==> config.mk <==
export PLATFORM = sky130hd
export DESIGN_NAME = cie_core
export DESIGN_NICKNAME = d
export VERILOG_FILES = /design/src/cie_pkg.sv /design/src/cie_core.sv
export SDC_FILE = /design/constraint.sdc
export NUM_CORES = 1
export LEC_CHECK = 0
export BUFFER_PORTS_ARGS = -buffer_cell sky130_fd_sc_hd__clkbuf_2
export CAP_MARGIN = 30
export CORE_MARGIN = 4
export CORE_UTILIZATION = 57
export CTS_CLUSTER_DIAMETER = 30
export DETAILED_ROUTE_END_ITERATION = 8
export GPL_TIMING_DRIVEN = 0
export PLACE_DENSITY = 0.83
export SETUP_SLACK_MARGIN = 0.2
export SKIP_CTS_REPAIR_TIMING = 1
export SLEW_MARGIN = 20
export SYNTH_ARGS = -nofsm -noshare
export SYNTH_HDL_FRONTEND = slang
export SYNTH_SLANG_ARGS = --single-unit
==> constraint.sdc <==
create_clock -name clk -period 4.2 [get_ports clk]
set_input_delay 0.21 -clock clk [delete_from_list [all_inputs] [get_ports clk]]
set_output_delay 0.21 -clock clk [all_outputs]
set_load 0.01 [all_outputs]
==> src/cie_pkg.sv <==
`default_nettype none
package cie_pkg;

  // ==========================================================================
  // Timing and sizes
  // ==========================================================================
  // Core clocks per instruction cycle.
  localparam int          CYCLE_CLKS  = 4;
  localparam int          STACK_DEPTH = 8;
  localparam int          SP_W        = $clog2(STACK_DEPTH);

  // ==========================================================================
  // Register map (byte addresses) and field positions
  // ==========================================================================
  localparam logic [7:0]  REG_CTRL    = 8'h00;
  localparam logic [7:0]  REG_WORK    = 8'h04;
  localparam logic [7:0]  REG_STATUS  = 8'h08;
  localparam logic [7:0]  REG_PC      = 8'h0C;
  localparam logic [7:0]  REG_PAGE    = 8'h10;
  localparam logic [7:0]  REG_WDT     = 8'h14;
  localparam int          CTRL_RUN    = 0;
  localparam int          ST_C        = 0;
  localparam int          ST_HC       = 1;
  localparam int          ST_Z        = 2;
  localparam int          ST_PDN      = 3;
  localparam int          ST_TMO      = 4;
  localparam logic        RST_RUN     = 1'b0;
  localparam logic        RST_STFLAG  = 1'b1;

  // ==========================================================================
  // Instruction encodings
  // ==========================================================================
  localparam logic [13:0] ENC_WDT_CLR = 14'h0064;
  localparam logic [5:0]  ENC_ADD_F   = 6'h07;
  localparam logic [5:0]  ENC_AND_F   = 6'h05;
  localparam logic [5:0]  ENC_OR_F    = 6'h04;
  localparam logic [5:0]  ENC_COMP_F  = 6'h09;
  localparam logic [5:0]  ENC_CLR     = 6'h01;
  localparam logic [5:0]  ENC_DEC_F   = 6'h03;
  localparam logic [5:0]  ENC_INC_F   = 6'h0A;
  localparam logic [5:0]  ENC_DEC_SK  = 6'h0B;
  localparam logic [5:0]  ENC_INC_SK  = 6'h0F;
  localparam logic [5:0]  ENC_AND_L   = 6'h39;
  localparam logic [5:0]  ENC_OR_L    = 6'h38;
  localparam logic [4:0]  ENC_ADD_L   = 5'h1F;
  localparam logic [3:0]  ENC_BIT_SET = 4'h5;
  localparam logic [3:0]  ENC_SK_CLR  = 4'h6;
  localparam logic [3:0]  ENC_SK_SET  = 4'h7;
  localparam logic [2:0]  ENC_CALL    = 3'h4;
  localparam logic [2:0]  ENC_BRANCH  = 3'h5;

  // ==========================================================================
  // Types
  // ==========================================================================
  typedef enum logic [1:0] {
    PH_ADDR  = 2'b00,
    PH_LATCH = 2'b01,
    PH_EXEC  = 2'b10,
    PH_WRITE = 2'b11
  } cie_phase_t;

  typedef enum logic [4:0] {
    OP_NOP      = 5'b00000, OP_ADD_FILE = 5'b00001, OP_AND_FILE = 5'b00010,
    OP_OR_FILE  = 5'b00011, OP_COMP     = 5'b00100, OP_CLR_FILE = 5'b00101,
    OP_CLR_W    = 5'b00110, OP_DEC      = 5'b00111, OP_INC      = 5'b01000,
    OP_DEC_SKIP = 5'b01001, OP_INC_SKIP = 5'b01010, OP_BIT_SET  = 5'b01011,
    OP_SKIP_CLR = 5'b01100, OP_SKIP_SET = 5'b01101, OP_CALL     = 5'b01110,
    OP_BRANCH   = 5'b01111, OP_AND_LIT  = 5'b10000, OP_OR_LIT   = 5'b10001,
    OP_ADD_LIT  = 5'b10010, OP_WDT_CLR  = 5'b10011
  } cie_op_t;

  typedef struct packed {
    logic        psel;
    logic        penable;
    logic        pwrite;
    logic [7:0]  paddr;
    logic [31:0] pwdata;
  } cie_apb_req_t;

  typedef struct packed {
    logic [31:0] prdata;
    logic        pready;
    logic        pslverr;
  } cie_apb_rsp_t;

  typedef struct packed {
    logic [6:0]  addr;
    logic        we;
    logic [7:0]  wdata;
  } cie_file_req_t;

  typedef struct packed {
    logic                       run;
    cie_phase_t                 phase;
    logic [12:0]                pc;
    logic [13:0]                inst;
    logic                       discard;
    logic                       hold;
    logic [7:0]                 wreg;
    logic                       carry;
    logic                       half_carry;
    logic                       zero;
    logic                       pdown_flag;
    logic                       timeout_flag;
    logic [7:0]                 page;
    logic [7:0]                 wdt_cnt;
    logic [7:0]                 wdt_pre;
    logic [STACK_DEPTH-1:0][12:0] stack;
    logic [SP_W-1:0]            sp;
    logic                       file_we;
    logic [7:0]                 file_wdata;
    logic [31:0]                prdata;
    logic                       pslverr;
  } cie_state_t;

  // Decode one instruction word; anything unknown runs as a no-operation.
  function automatic cie_op_t cie_decode(input logic [13:0] w);
    cie_op_t o;
    o = OP_NOP;
    if (w == ENC_WDT_CLR) o = OP_WDT_CLR;
    else if (w[13:11] == ENC_CALL) o = OP_CALL;
    else if (w[13:11] == ENC_BRANCH) o = OP_BRANCH;
    else if (w[13:10] == ENC_BIT_SET) o = OP_BIT_SET;
    else if (w[13:10] == ENC_SK_CLR) o = OP_SKIP_CLR;
    else if (w[13:10] == ENC_SK_SET) o = OP_SKIP_SET;
    else if (w[13:9] == ENC_ADD_L) o = OP_ADD_LIT;
    else if (w[13:8] == ENC_AND_L) o = OP_AND_LIT;
    else if (w[13:8] == ENC_OR_L) o = OP_OR_LIT;
    else if (w[13:8] == ENC_ADD_F) o = OP_ADD_FILE;
    else if (w[13:8] == ENC_AND_F) o = OP_AND_FILE;
    else if (w[13:8] == ENC_OR_F) o = OP_OR_FILE;
    else if (w[13:8] == ENC_COMP_F) o = OP_COMP;
    else if (w[13:8] == ENC_CLR) o = w[7] ? OP_CLR_FILE : OP_CLR_W;
    else if (w[13:8] == ENC_DEC_F) o = OP_DEC;
    else if (w[13:8] == ENC_INC_F) o = OP_INC;
    else if (w[13:8] == ENC_DEC_SK) o = OP_DEC_SKIP;
    else if (w[13:8] == ENC_INC_SK) o = OP_INC_SKIP;
    return o;
  endfunction : cie_decode

endpackage : cie_pkg
`default_nettype wire

==> src/cie_core.sv <==
// Summary of operation
// - File operations send the result to W when d is 0, else back to file.
// - Add W to the addressed file, updating carry, half carry and zero.
// - AND W with the file, route by d, update zero only.
// - OR W with the file, route by d, update zero only.
// - AND W with an 8-bit literal into W, update zero only.
// - OR W with an 8-bit literal into W, update zero only.
// - Set one selected bit of the file, nothing else changes.
// - Test bit; if clear, replace the next instruction with a NOP.
// - Test bit; if set, replace the next instruction with a NOP.
// - Watchdog clear zeroes counter and prescaler, sets both status flags.
// - Call pushes PC+1, loads 11-bit target plus page bits, two cycles.
// - Branch loads 11-bit target plus page bits, no push, two cycles.
// - Complement the file, route by d, update zero only.
// - Clear the file to zero and set the zero flag.
// - Clear W to zero and set the zero flag, other flags kept.
// - Decrement or increment the file, route by d, update zero only.
// - Decrement, route by d; zero result skips next instruction, no flags. The code writes the result nowhere when d is 0.
// - Increment, route by d; zero result skips next instruction, no flags. The code writes the result nowhere when d is 0.
// - One instruction cycle lasts four core clocks.
// - Add an 8-bit literal to W, updating carry, half carry and zero.
//
// Register access over APB and the register addresses were chosen for this implementation.
`timescale 1ns/1ps
`default_nettype none
module cie_core (
  // Clock and reset
  input  wire logic              clk,
  input  wire logic              rst,
  // Register bus
  input  wire cie_pkg::cie_apb_req_t apb_req,
  output      cie_pkg::cie_apb_rsp_t apb_rsp,
  // Program memory
  output      logic [12:0]       prog_addr,
  input  wire logic [13:0]       prog_data,
  // Data register file
  output      cie_pkg::cie_file_req_t file_req,
  input  wire logic [7:0]        file_rdata,
  // Instruction cycle marker
  output      logic              cycle_end
);
  import cie_pkg::*;

  // ==========================================================================
  // State
  // ==========================================================================
  cie_state_t  s_ff;
  cie_state_t  nxt_s;
  cie_op_t     op;
  logic        exec_now;
  logic        wr_file;
  logic        upd_z;
  logic        skip;
  logic [7:0]  opnd;
  logic [8:0]  sum9;
  logic [4:0]  half5;
  logic [7:0]  res;
  logic [7:0]  bit_mask;
  logic [10:0] k11;
  logic [12:0] target;

  // ==========================================================================
  // Outputs
  // ==========================================================================
  // Zero-wait slave: read data is captured in the setup cycle.
  assign apb_rsp.prdata   = s_ff.prdata;
  assign apb_rsp.pready   = 1'b1;
  assign apb_rsp.pslverr  = s_ff.pslverr;
  assign prog_addr        = s_ff.pc;
  assign file_req.addr    = s_ff.inst[6:0];
  assign file_req.we      = s_ff.file_we;
  assign file_req.wdata   = s_ff.file_wdata;
  assign cycle_end        = s_ff.run && (s_ff.phase == PH_WRITE);

  // ==========================================================================
  // Datapath
  // ==========================================================================
  // The file operand is read live in the execute phase; the register file
  // sits on this clock, so no synchroniser is wanted on file_rdata.
  always_comb begin
    op       = cie_decode(s_ff.inst);
    exec_now = s_ff.run && (s_ff.phase == PH_EXEC) && !s_ff.discard &&
               !s_ff.hold;
    k11      = s_ff.inst[10:0];
    target   = {s_ff.page[4:3], k11};
    bit_mask = 8'h01 << s_ff.inst[9:7];
    opnd     = (op == OP_ADD_LIT) ? s_ff.inst[7:0] : file_rdata;
    sum9     = {1'b0, s_ff.wreg} + {1'b0, opnd};
    half5    = {1'b0, s_ff.wreg[3:0]} + {1'b0, opnd[3:0]};
    res      = 8'h00;
    wr_file  = 1'b0;
    upd_z    = 1'b0;
    skip     = 1'b0;
    unique case (op)
      OP_ADD_FILE, OP_ADD_LIT: begin
        res   = sum9[7:0];
        upd_z = 1'b1;
      end
      OP_AND_FILE: begin
        res   = s_ff.wreg & file_rdata;
        upd_z = 1'b1;
      end
      OP_OR_FILE: begin
        res   = s_ff.wreg | file_rdata;
        upd_z = 1'b1;
      end
      OP_AND_LIT: begin
        res   = s_ff.wreg & s_ff.inst[7:0];
        upd_z = 1'b1;
      end
      OP_OR_LIT: begin
        res   = s_ff.wreg | s_ff.inst[7:0];
        upd_z = 1'b1;
      end
      OP_COMP: begin
        res   = ~file_rdata;
        upd_z = 1'b1;
      end
      OP_DEC, OP_DEC_SKIP: begin
        res   = file_rdata - 8'h01;
        upd_z = (op == OP_DEC);
        skip  = (op == OP_DEC_SKIP) && (res == 8'h00);
      end
      OP_INC, OP_INC_SKIP: begin
        res   = file_rdata + 8'h01;
        upd_z = (op == OP_INC);
        skip  = (op == OP_INC_SKIP) && (res == 8'h00);
      end
      OP_CLR_FILE, OP_CLR_W: begin
        res   = 8'h00;
        upd_z = 1'b1;
      end
      OP_BIT_SET: begin
        res     = file_rdata | bit_mask;
        wr_file = 1'b1;
      end
      OP_SKIP_CLR: skip = ((file_rdata & bit_mask) == 8'h00);
      OP_SKIP_SET: skip = ((file_rdata & bit_mask) != 8'h00);
      OP_NOP, OP_CALL, OP_BRANCH, OP_WDT_CLR: res = 8'h00;
    endcase
    // Byte operations honour the destination bit; clear-file always writes.
    if (op inside {OP_ADD_FILE, OP_AND_FILE, OP_OR_FILE, OP_COMP, OP_DEC,
                   OP_INC, OP_DEC_SKIP, OP_INC_SKIP})
      wr_file = s_ff.inst[7];
    if (op == OP_CLR_FILE)
      wr_file = 1'b1;
  end

  // ==========================================================================
  // Next state: bus access first, core second, so hardware wins a collision
  // ==========================================================================
  always_comb begin
    nxt_s         = s_ff;
    nxt_s.file_we = 1'b0;
    // APB setup cycle: capture read data and the error answer.
    if (apb_req.psel && !apb_req.penable) begin
      nxt_s.pslverr = 1'b0;
      nxt_s.prdata  = 32'h0000_0000;
      unique case (apb_req.paddr)
        REG_CTRL:   nxt_s.prdata[CTRL_RUN] = s_ff.run;
        REG_WORK:   nxt_s.prdata[7:0] = s_ff.wreg;
        REG_STATUS: begin
          nxt_s.prdata[ST_C]   = s_ff.carry;
          nxt_s.prdata[ST_HC]  = s_ff.half_carry;
          nxt_s.prdata[ST_Z]   = s_ff.zero;
          nxt_s.prdata[ST_PDN] = s_ff.pdown_flag;
          nxt_s.prdata[ST_TMO] = s_ff.timeout_flag;
        end
        REG_PC:     nxt_s.prdata[12:0] = s_ff.pc;
        REG_PAGE:   nxt_s.prdata[7:0] = s_ff.page;
        REG_WDT:    nxt_s.prdata[7:0] = s_ff.wdt_cnt;
        default:    nxt_s.pslverr = 1'b1;
      endcase
    end
    // APB access cycle: writes land here; PC and WDT are read only.
    if (apb_req.psel && apb_req.penable && apb_req.pwrite) begin
      unique case (apb_req.paddr)
        REG_CTRL:   nxt_s.run = apb_req.pwdata[CTRL_RUN];
        REG_WORK:   nxt_s.wreg = apb_req.pwdata[7:0];
        REG_STATUS: begin
          nxt_s.carry        = apb_req.pwdata[ST_C];
          nxt_s.half_carry   = apb_req.pwdata[ST_HC];
          nxt_s.zero         = apb_req.pwdata[ST_Z];
          nxt_s.pdown_flag   = apb_req.pwdata[ST_PDN];
          nxt_s.timeout_flag = apb_req.pwdata[ST_TMO];
        end
        REG_PAGE:   nxt_s.page = apb_req.pwdata[7:0];
        default:    nxt_s.pslverr = s_ff.pslverr;
      endcase
    end
    // Phase sequencer: four clocks per instruction cycle, frozen when halted.
    if (s_ff.run) begin
      nxt_s.phase = cie_phase_t'(s_ff.phase + 2'b01);
      if (s_ff.phase == PH_LATCH)
        nxt_s.inst = prog_data;
      // Watchdog prescaler ticks once per instruction cycle.
      if (s_ff.phase == PH_WRITE) begin
        nxt_s.wdt_pre = s_ff.wdt_pre + 8'h01;
        if (s_ff.wdt_pre == 8'hFF) begin
          nxt_s.wdt_cnt = s_ff.wdt_cnt + 8'h01;
          if (s_ff.wdt_cnt == 8'hFF)
            nxt_s.timeout_flag = 1'b0;
        end
      end
    end
    // The cycle after a skip runs as a NOP and moves on.
    if (s_ff.run && s_ff.phase == PH_EXEC && s_ff.discard) begin
      nxt_s.discard = 1'b0;
      nxt_s.pc      = s_ff.pc + 13'h0001;
    end
    // The cycle after a branch runs as a NOP and refetches the target.
    if (s_ff.run && s_ff.phase == PH_EXEC && s_ff.hold)
      nxt_s.hold = 1'b0;
    if (exec_now) begin
      nxt_s.pc = s_ff.pc + 13'h0001;
      if (wr_file) begin
        nxt_s.file_we    = 1'b1;
        nxt_s.file_wdata = res;
      end else if (upd_z) begin
        nxt_s.wreg = res;
      end
      if (upd_z)
        nxt_s.zero = (res == 8'h00);
      if (op == OP_ADD_FILE || op == OP_ADD_LIT) begin
        nxt_s.carry      = sum9[8];
        nxt_s.half_carry = half5[4];
      end
      if (skip)
        nxt_s.discard = 1'b1;
      if (op == OP_CALL) begin
        nxt_s.stack[s_ff.sp] = s_ff.pc + 13'h0001;
        nxt_s.sp             = s_ff.sp + 1'b1;
      end
      if (op == OP_CALL || op == OP_BRANCH) begin
        nxt_s.pc   = target;
        nxt_s.hold = 1'b1;
      end
      if (op == OP_WDT_CLR) begin
        nxt_s.wdt_cnt      = 8'h00;
        nxt_s.wdt_pre      = 8'h00;
        nxt_s.timeout_flag = 1'b1;
        nxt_s.pdown_flag   = 1'b1;
      end
    end
  end

  // ==========================================================================
  // State register
  // ==========================================================================
  always_ff @(posedge clk) begin
    if (rst) begin
      s_ff              <= '0;
      s_ff.run          <= RST_RUN;
      s_ff.phase        <= PH_ADDR;
      s_ff.timeout_flag <= RST_STFLAG;
      s_ff.pdown_flag   <= RST_STFLAG;
    end else begin
      s_ff <= nxt_s;
    end
  end
endmodule : cie_core
`default_nettype wire

Word level (Yosys, flattened, before mapping)
Index checks and enable logic that the tools add are counted.
Word-level totals
  output and inout bits: 64
  logic and storage cells: 198
  bits of input ports: 67
  register bits after elaboration: 199
Operators by class
  shift-type cells: 1
  mux-type cells: 65
  equality and inequality tests: 48
  reductions and logical operators: 37
  add/subtract/negate cells: 9
  $lt $le $gt $ge: 2
  bitwise logic cells: 8
Operators by type and width (number)
  132-bit two-way mux: 1
  107-bit two-way mux: 1
  104-bit bitwise mux: 1
  8-bit case mux with 9 select lines: 1
  5-bit two-way mux: 11
  13-bit two-way mux: 4
  16-bit two-way mux: 3
  8-bit two-way mux: 6
  5-bit by 4-bit equality test with 1-bit output (second input constant): 8
  8-bit logical NOT: 5
  13-bit demux with 3-bit select: 1
  4-bit two-way mux: 9
  5-bit equality test (second input constant): 5
  8-bit by 1-bit adder with 8-bit output (second input constant): 3
  8-bit bitwise AND: 3
  6-bit by 4-bit equality test with 1-bit output (second input constant): 4
  8-bit OR: 3
  21-bit two-way mux: 1
  5-bit by 3-bit equality test with 1-bit output (second input constant): 4
  4-bit case mux with 5 select lines: 1
  6-bit by 3-bit equality test with 1-bit output (second input constant): 3
  8-bit by 4-bit equality test with 1-bit output (second input constant): 2
  8-bit by 5-bit equality test with 1-bit output (second input constant): 2
  8-bit equality test (second input constant): 2
  41 further kinds: 86

Logic depth before layout (Yosys ltp)
  word-level depth: 26
  mapped depth: 16
  depth with buffers taken out: 14

Worst setup path before layout
Ideal clock, no wire load.
  path type: reg2reg
  start point: register s_ff[200] (netlist bit)
  end point: register s_ff[175] (netlist bit)
  period minus slack after synthesis: 3684 ps
  required time: 4104 ps
  arrival time: 3588 ps
  setup time: 96 ps
  path slack: 516 ps
  path buffers: 2
  stages on the path, launching flop included: 17
  cells stage by stage: dfxtp_1 > buf_4 > buf_2 > and2_1 > nand4_1 > mux2_2 > ha_1 > inv_1 > fa_1 > nor2b_1 > o21ai_0 > nand2b_1 > xor2_1 > a211oi_1 > o211ai_1 > or4_1 > o41ai_2
Between the ends
  word-level cells in the longest chain between the ends: 26
  elaborated cells on any way between the ends: 61
  those cells by class: add/sub: 1; eq/ne: 32; mux: 23; reduce/logical: 5
Ends and longest elaborated chain
  start, declared: RTL line cie_core.sv:47  | cie_state_t s_ff;
  start signal, assigned: RTL line cie_core.sv:258  | s_ff <= nxt_s;
  6-bit by 4-bit equality test with 1-bit output: RTL line cie_pkg.sv:137  | else if (w[13:8] == ENC_INC_SK) o = OP_INC_SKIP;
  4-bit two-way mux: RTL line cie_pkg.sv:137
  4-bit two-way mux: RTL line cie_pkg.sv:136  | else if (w[13:8] == ENC_DEC_SK) o = OP_DEC_SKIP;
  4-bit two-way mux: RTL line cie_pkg.sv:135  | else if (w[13:8] == ENC_INC_F) o = OP_INC;
  4-bit two-way mux: RTL line cie_pkg.sv:134  | else if (w[13:8] == ENC_DEC_F) o = OP_DEC;
  4-bit two-way mux: RTL line cie_pkg.sv:133  | else if (w[13:8] == ENC_CLR) o = w[7] ? OP_CLR_FILE : OP_CLR_W;
  4-bit two-way mux: RTL line cie_pkg.sv:132  | else if (w[13:8] == ENC_COMP_F) o = OP_COMP;
  4-bit two-way mux: RTL line cie_pkg.sv:131  | else if (w[13:8] == ENC_OR_F) o = OP_OR_FILE;
  [... 10 more ...]
  5-bit two-way mux *: RTL line cie_pkg.sv:120  | if (w == ENC_WDT_CLR) o = OP_WDT_CLR;
  5-bit equality test: RTL line cie_core.sv:87, cie_core.sv:94
  8-bit two-way mux: RTL line cie_core.sv:87  | opnd = (op == OP_ADD_LIT) ? s_ff.inst[7:0] : file_rdata;
  8-bit by 8-bit adder with 9-bit output: RTL line cie_core.sv:88  | sum9 = {1'b0, s_ff.wreg} + {1'b0, opnd};
  8-bit case mux with 9 select lines: RTL line cie_core.sv:94  | unique case (op)
  8-bit logical NOT: RTL line cie_core.sv:223  | nxt_s.zero = (res == 8'h00);
  1-bit two-way mux *: RTL line cie_core.sv:222  | if (upd_z)
  15-bit two-way mux *: RTL line cie_core.sv:214  | if (exec_now) begin
Mark *: on every way between the ends. The rest lies on a longest branch, timed or not.
A chain may end at the register's enable or synchronous reset.

Worst setup path after layout
Ends and elaborated chain as after synthesis.

==> results.md <==
- Root buf cell: clkbuf_16
- YS warnings: 0
- Antenna diode count: 0
- RSZ-0062 raised after global routing: false
- Most frequent cells in the layout: 88 x dfxtp_1, 85 x nor2_1, 83 x clkbuf_2, 78 x nand2_1, 76 x buf_4
- Via Count: roughly 7000
- Most common cell after layout, fill and taps aside: dfxtp_1
- Total CTS buffers: 9
- Synth Area per Inst: slightly below 8 µm²
- Clock Skew: around 6.0 ps
- Final Hold Vio Count: 0
- Met1 capacity usage during global routing: a little over two fifths
- Critical path class: reg -> reg
- Gr usage total: 30.7%
- Die width: between 100 and 150 µm
- Max Clock Freq: approximately 260 MHz
- Final TNS setup: 0 ps
- Clock Path Buffers: 2
- FF-to-FF path depth: 15
- Netlist Area Pre-Place: around 6700 µm²
- Post-Synth XOR/XNOR Area: 4.06%
- Final setup viols: 0
- # port buffers: 83
- Multiplexer area fraction after synthesis: under 10%
- Multi-input logic area: around 4100 µm²
- Final HPWL DP: roughly 16000 µm
- H-tree depth: 3
- Number of antenna violations at the first check in global routing: 0
- Worst EP arrival: 4120 ps
- Compound-Gate Fraction of Synth Area: 21.7%
- Yosys cell types: 84
- Mapped Cells: between 800 and 900
- Clock sink count: 92
- Post-synth EDFFs: 0
- Hold Path Stages: 3
- Req. time, crit path: 4450 ps
- Main flop type after synthesis: dfxtp_1
- Synth Area in Simple Gates: between 20 and 30%
- Fillers: 1044
- Maximum VDD drop: around 0.33 mV
- Initial DRC Count: 951
- Status: finished clean
- Slowest stage cell on the critical path: or4_1
- Register Area: between 1500 and 2000 µm²
- Main combinational cell family by area after synthesis: simple AND/OR/NAND/NOR gates
- Crit path from: s_ff[200]$_SDFFE_PP0P_
- Pwr dens: between 200 and 250 nW/µm²
- Hold Path Class: in -> reg
- Core Footprint: 11500 µm²
- Hold Crit Start: prog_data[11]
- Area growth syn-to-layout: 15.1%
- Rows: 39
- Initial Utilization: 58.3%
- Largest net degree at the start of global routing: 15
- Mean number of vias per cell: a little over 6
- Die height: roughly 120 µm
- Clock transition at the registers of the reported paths: ~60 ps
- CP Cell Sequence: buf_6, buf_6, and2_4, nand4_1, buf_4, mux2_2, ha_1, a21oi_1, nand2_1, xor2_1, a211oi_1, o211ai_1, or3b_1, or4_1, o41ai_2
- Synth Area in Adders: 3.86%
- Die area: around 14000 µm²
- Rel. slew slack: between 40% and 50%
- Max-slew violation count: 0
- I/O pin count: 131
- Tcrit/Tclk final: 92.2%
- Least-Margin Pin Slew: a little over 800 ps
- Fin nets: 1067
- Ys async rst share: 0%
- Sequential share of the synthesized area: between 20% and 30%
- First-pass GRT wire length: ~32000 µm
- WL/cell: 18.6 µm
- Worst skew pair latency: 350 ps
- Most common cell on crit path: buf_6
- Layer with the highest usage: met2
- Critical Path Fanout Max: 10
- CP endpoint kind: register
- Post-Route WL: between 20000 and 25000 µm
- Final ANT Viol Nets: 0
- CP startpoint kind: register
- Post-route cell area: ~7700 µm²
- Worst r2r src: s_ff[200]$_SDFFE_PP0P_
- GP Congestion: around 1.1
- Met3 Use GR: 8.45%
- Flops & latches, synth: 92
- Min Tclk post-route: around 3900 ps
- Max_cap viols: 0
- Met2 usage: ~45%
- Vias in the first global route: 6220
- Placement Cell Area: between 7000 and 8000 µm²
- CTS tree: built
- LEAKAGE: about 3.2 nW
- CP peak stage delay: approximately 420 ps
- Layout cells sized above 1: between 20% and 30%
- DRC viols: 0
- 1st-pass router iterations: 6
- Gr ovfl total: 0
## per-layer routing
metal | vias to the layer above | part of all wire (%)
met1 | 3207 | 42
met2 | 405 | 43
met5 | - | 0
met4 | 0 | 3.4
met3 | 64 | 12
li1 | 3282 | -
## worst max-delay path, delay by kind of cell, from the launching register on
| kind | cells | cell delay [ps] |
|---|---|---|
| simple gates | 5 | 1160 |
| compound gates | 4 | 940 |
| buf+inv | 3 | 500 |
| flops | 1 | 390 |
| fa+ha+maj | 1 | 310 |
| mux | 1 | 290 |
| xor+xnor | 1 | 170 |
## power by group
| group | leakage [nW] | internal [mW] | total (mW) | switching [mW] |
|---|---|---|---|---|
| clock | 0.136 | 0.458 | 0.793 | 0.335 |
| combinational | 2.34 | 0.0631 | 0.160 | 0.0967 |
| sequential | 0.744 | 0.875 | 0.877 | 0.00202 |
| total | 3.22 | 1.40 | 1.83 | 0.433 |
## synthesized netlist by cell type (5+ instances only)
master     count  share of area, %
nand4_1        7              0.66
buf_2         10              0.75
mux2_2         9               1.5
nand2_1       78               4.4
nor4_1         6              0.56
nand2b_1       5              0.47
a22oi_1       11               1.2
dfxtp_1       92                28
a211oi_1      18               2.0
xnor2_1       15               2.0
nor2_1        85               4.8
a2bb2oi_1      7              0.92
nor3_1        36               2.7
ha_1          19               3.6
a221oi_1       8               1.0
mux2i_1       30               4.5
a221o_1        5              0.75
a21oi_1       60               4.5
and2_1         5              0.47
nor2b_1        9              0.84
a31oi_1       13               1.2
and3_1        23               2.2
o211ai_1       5              0.56
clkbuf_1      34               1.9
xor2_1        16               2.1
buf_4         70               7.9
nor3b_1       10               1.1
inv_1         16              0.90
nand3_1       31               2.3
o21ai_0       40               3.0
nor4b_1        5              0.66
## area by class of cell
class,count,share of cell area [%]
tap,143,2.33
sequential,92,24.1
buffer,117,9.49
clock inverter,4,0.667
multi-input combinational,654,53.7
inverter,18,0.879
clock buffer,11,3.03
timing repair buffer,88,5.89
## cells by family after synthesis
logic type | Yosys count
buf+inv | 135
fa+ha+maj | 20
simple gates | 328
mux | 39
compound gates | 216
xor+xnor | 31
other cells | 2
flops | 92
## stage by stage
stage / power [mW] / hold WS (ps) / util, % / setup slack (ps) / std cells
CTS: 1.83 / 77.7 / 66.5 / -188 / 1122
floorplan: 0.997 / 328 / - / 516 / 881
detailed placement: 1.05 / 440 / 64.0 / -168 / 1107
finish: 1.83 / 72.3 / 67.0 / 328 / 1127
global placement: 1.05 / 439 / 64.0 / -135 / 1107
global route: 1.88 / 84.7 / 67.0 / 165 / 1127
## path summary, 6_finish.rpt
| check | end | slack [ps] |
|---|---|---|
| setup reg to reg | s_ff[175]$_SDFF_PP0_ | 330 |
| hold / removal | s_ff[199]$_SDFFE_PP0P_ | 70 |
| setup / recovery | s_ff[175]$_SDFF_PP0_ | 330 |
| hold reg to reg | apb_rsp[11]$_SDFFE_PP0P_ | 450 |
## flip-flops by register name, summed over array words and instances (netlist names)
| register | flops |
|---|---|
| k11 | 4 |
| apb_rsp | 14 |
| file_req | 16 |
| s_ff | 45 |
| prog_addr | 13 |
No activity file was read; power rests on OpenSTA's default activity.
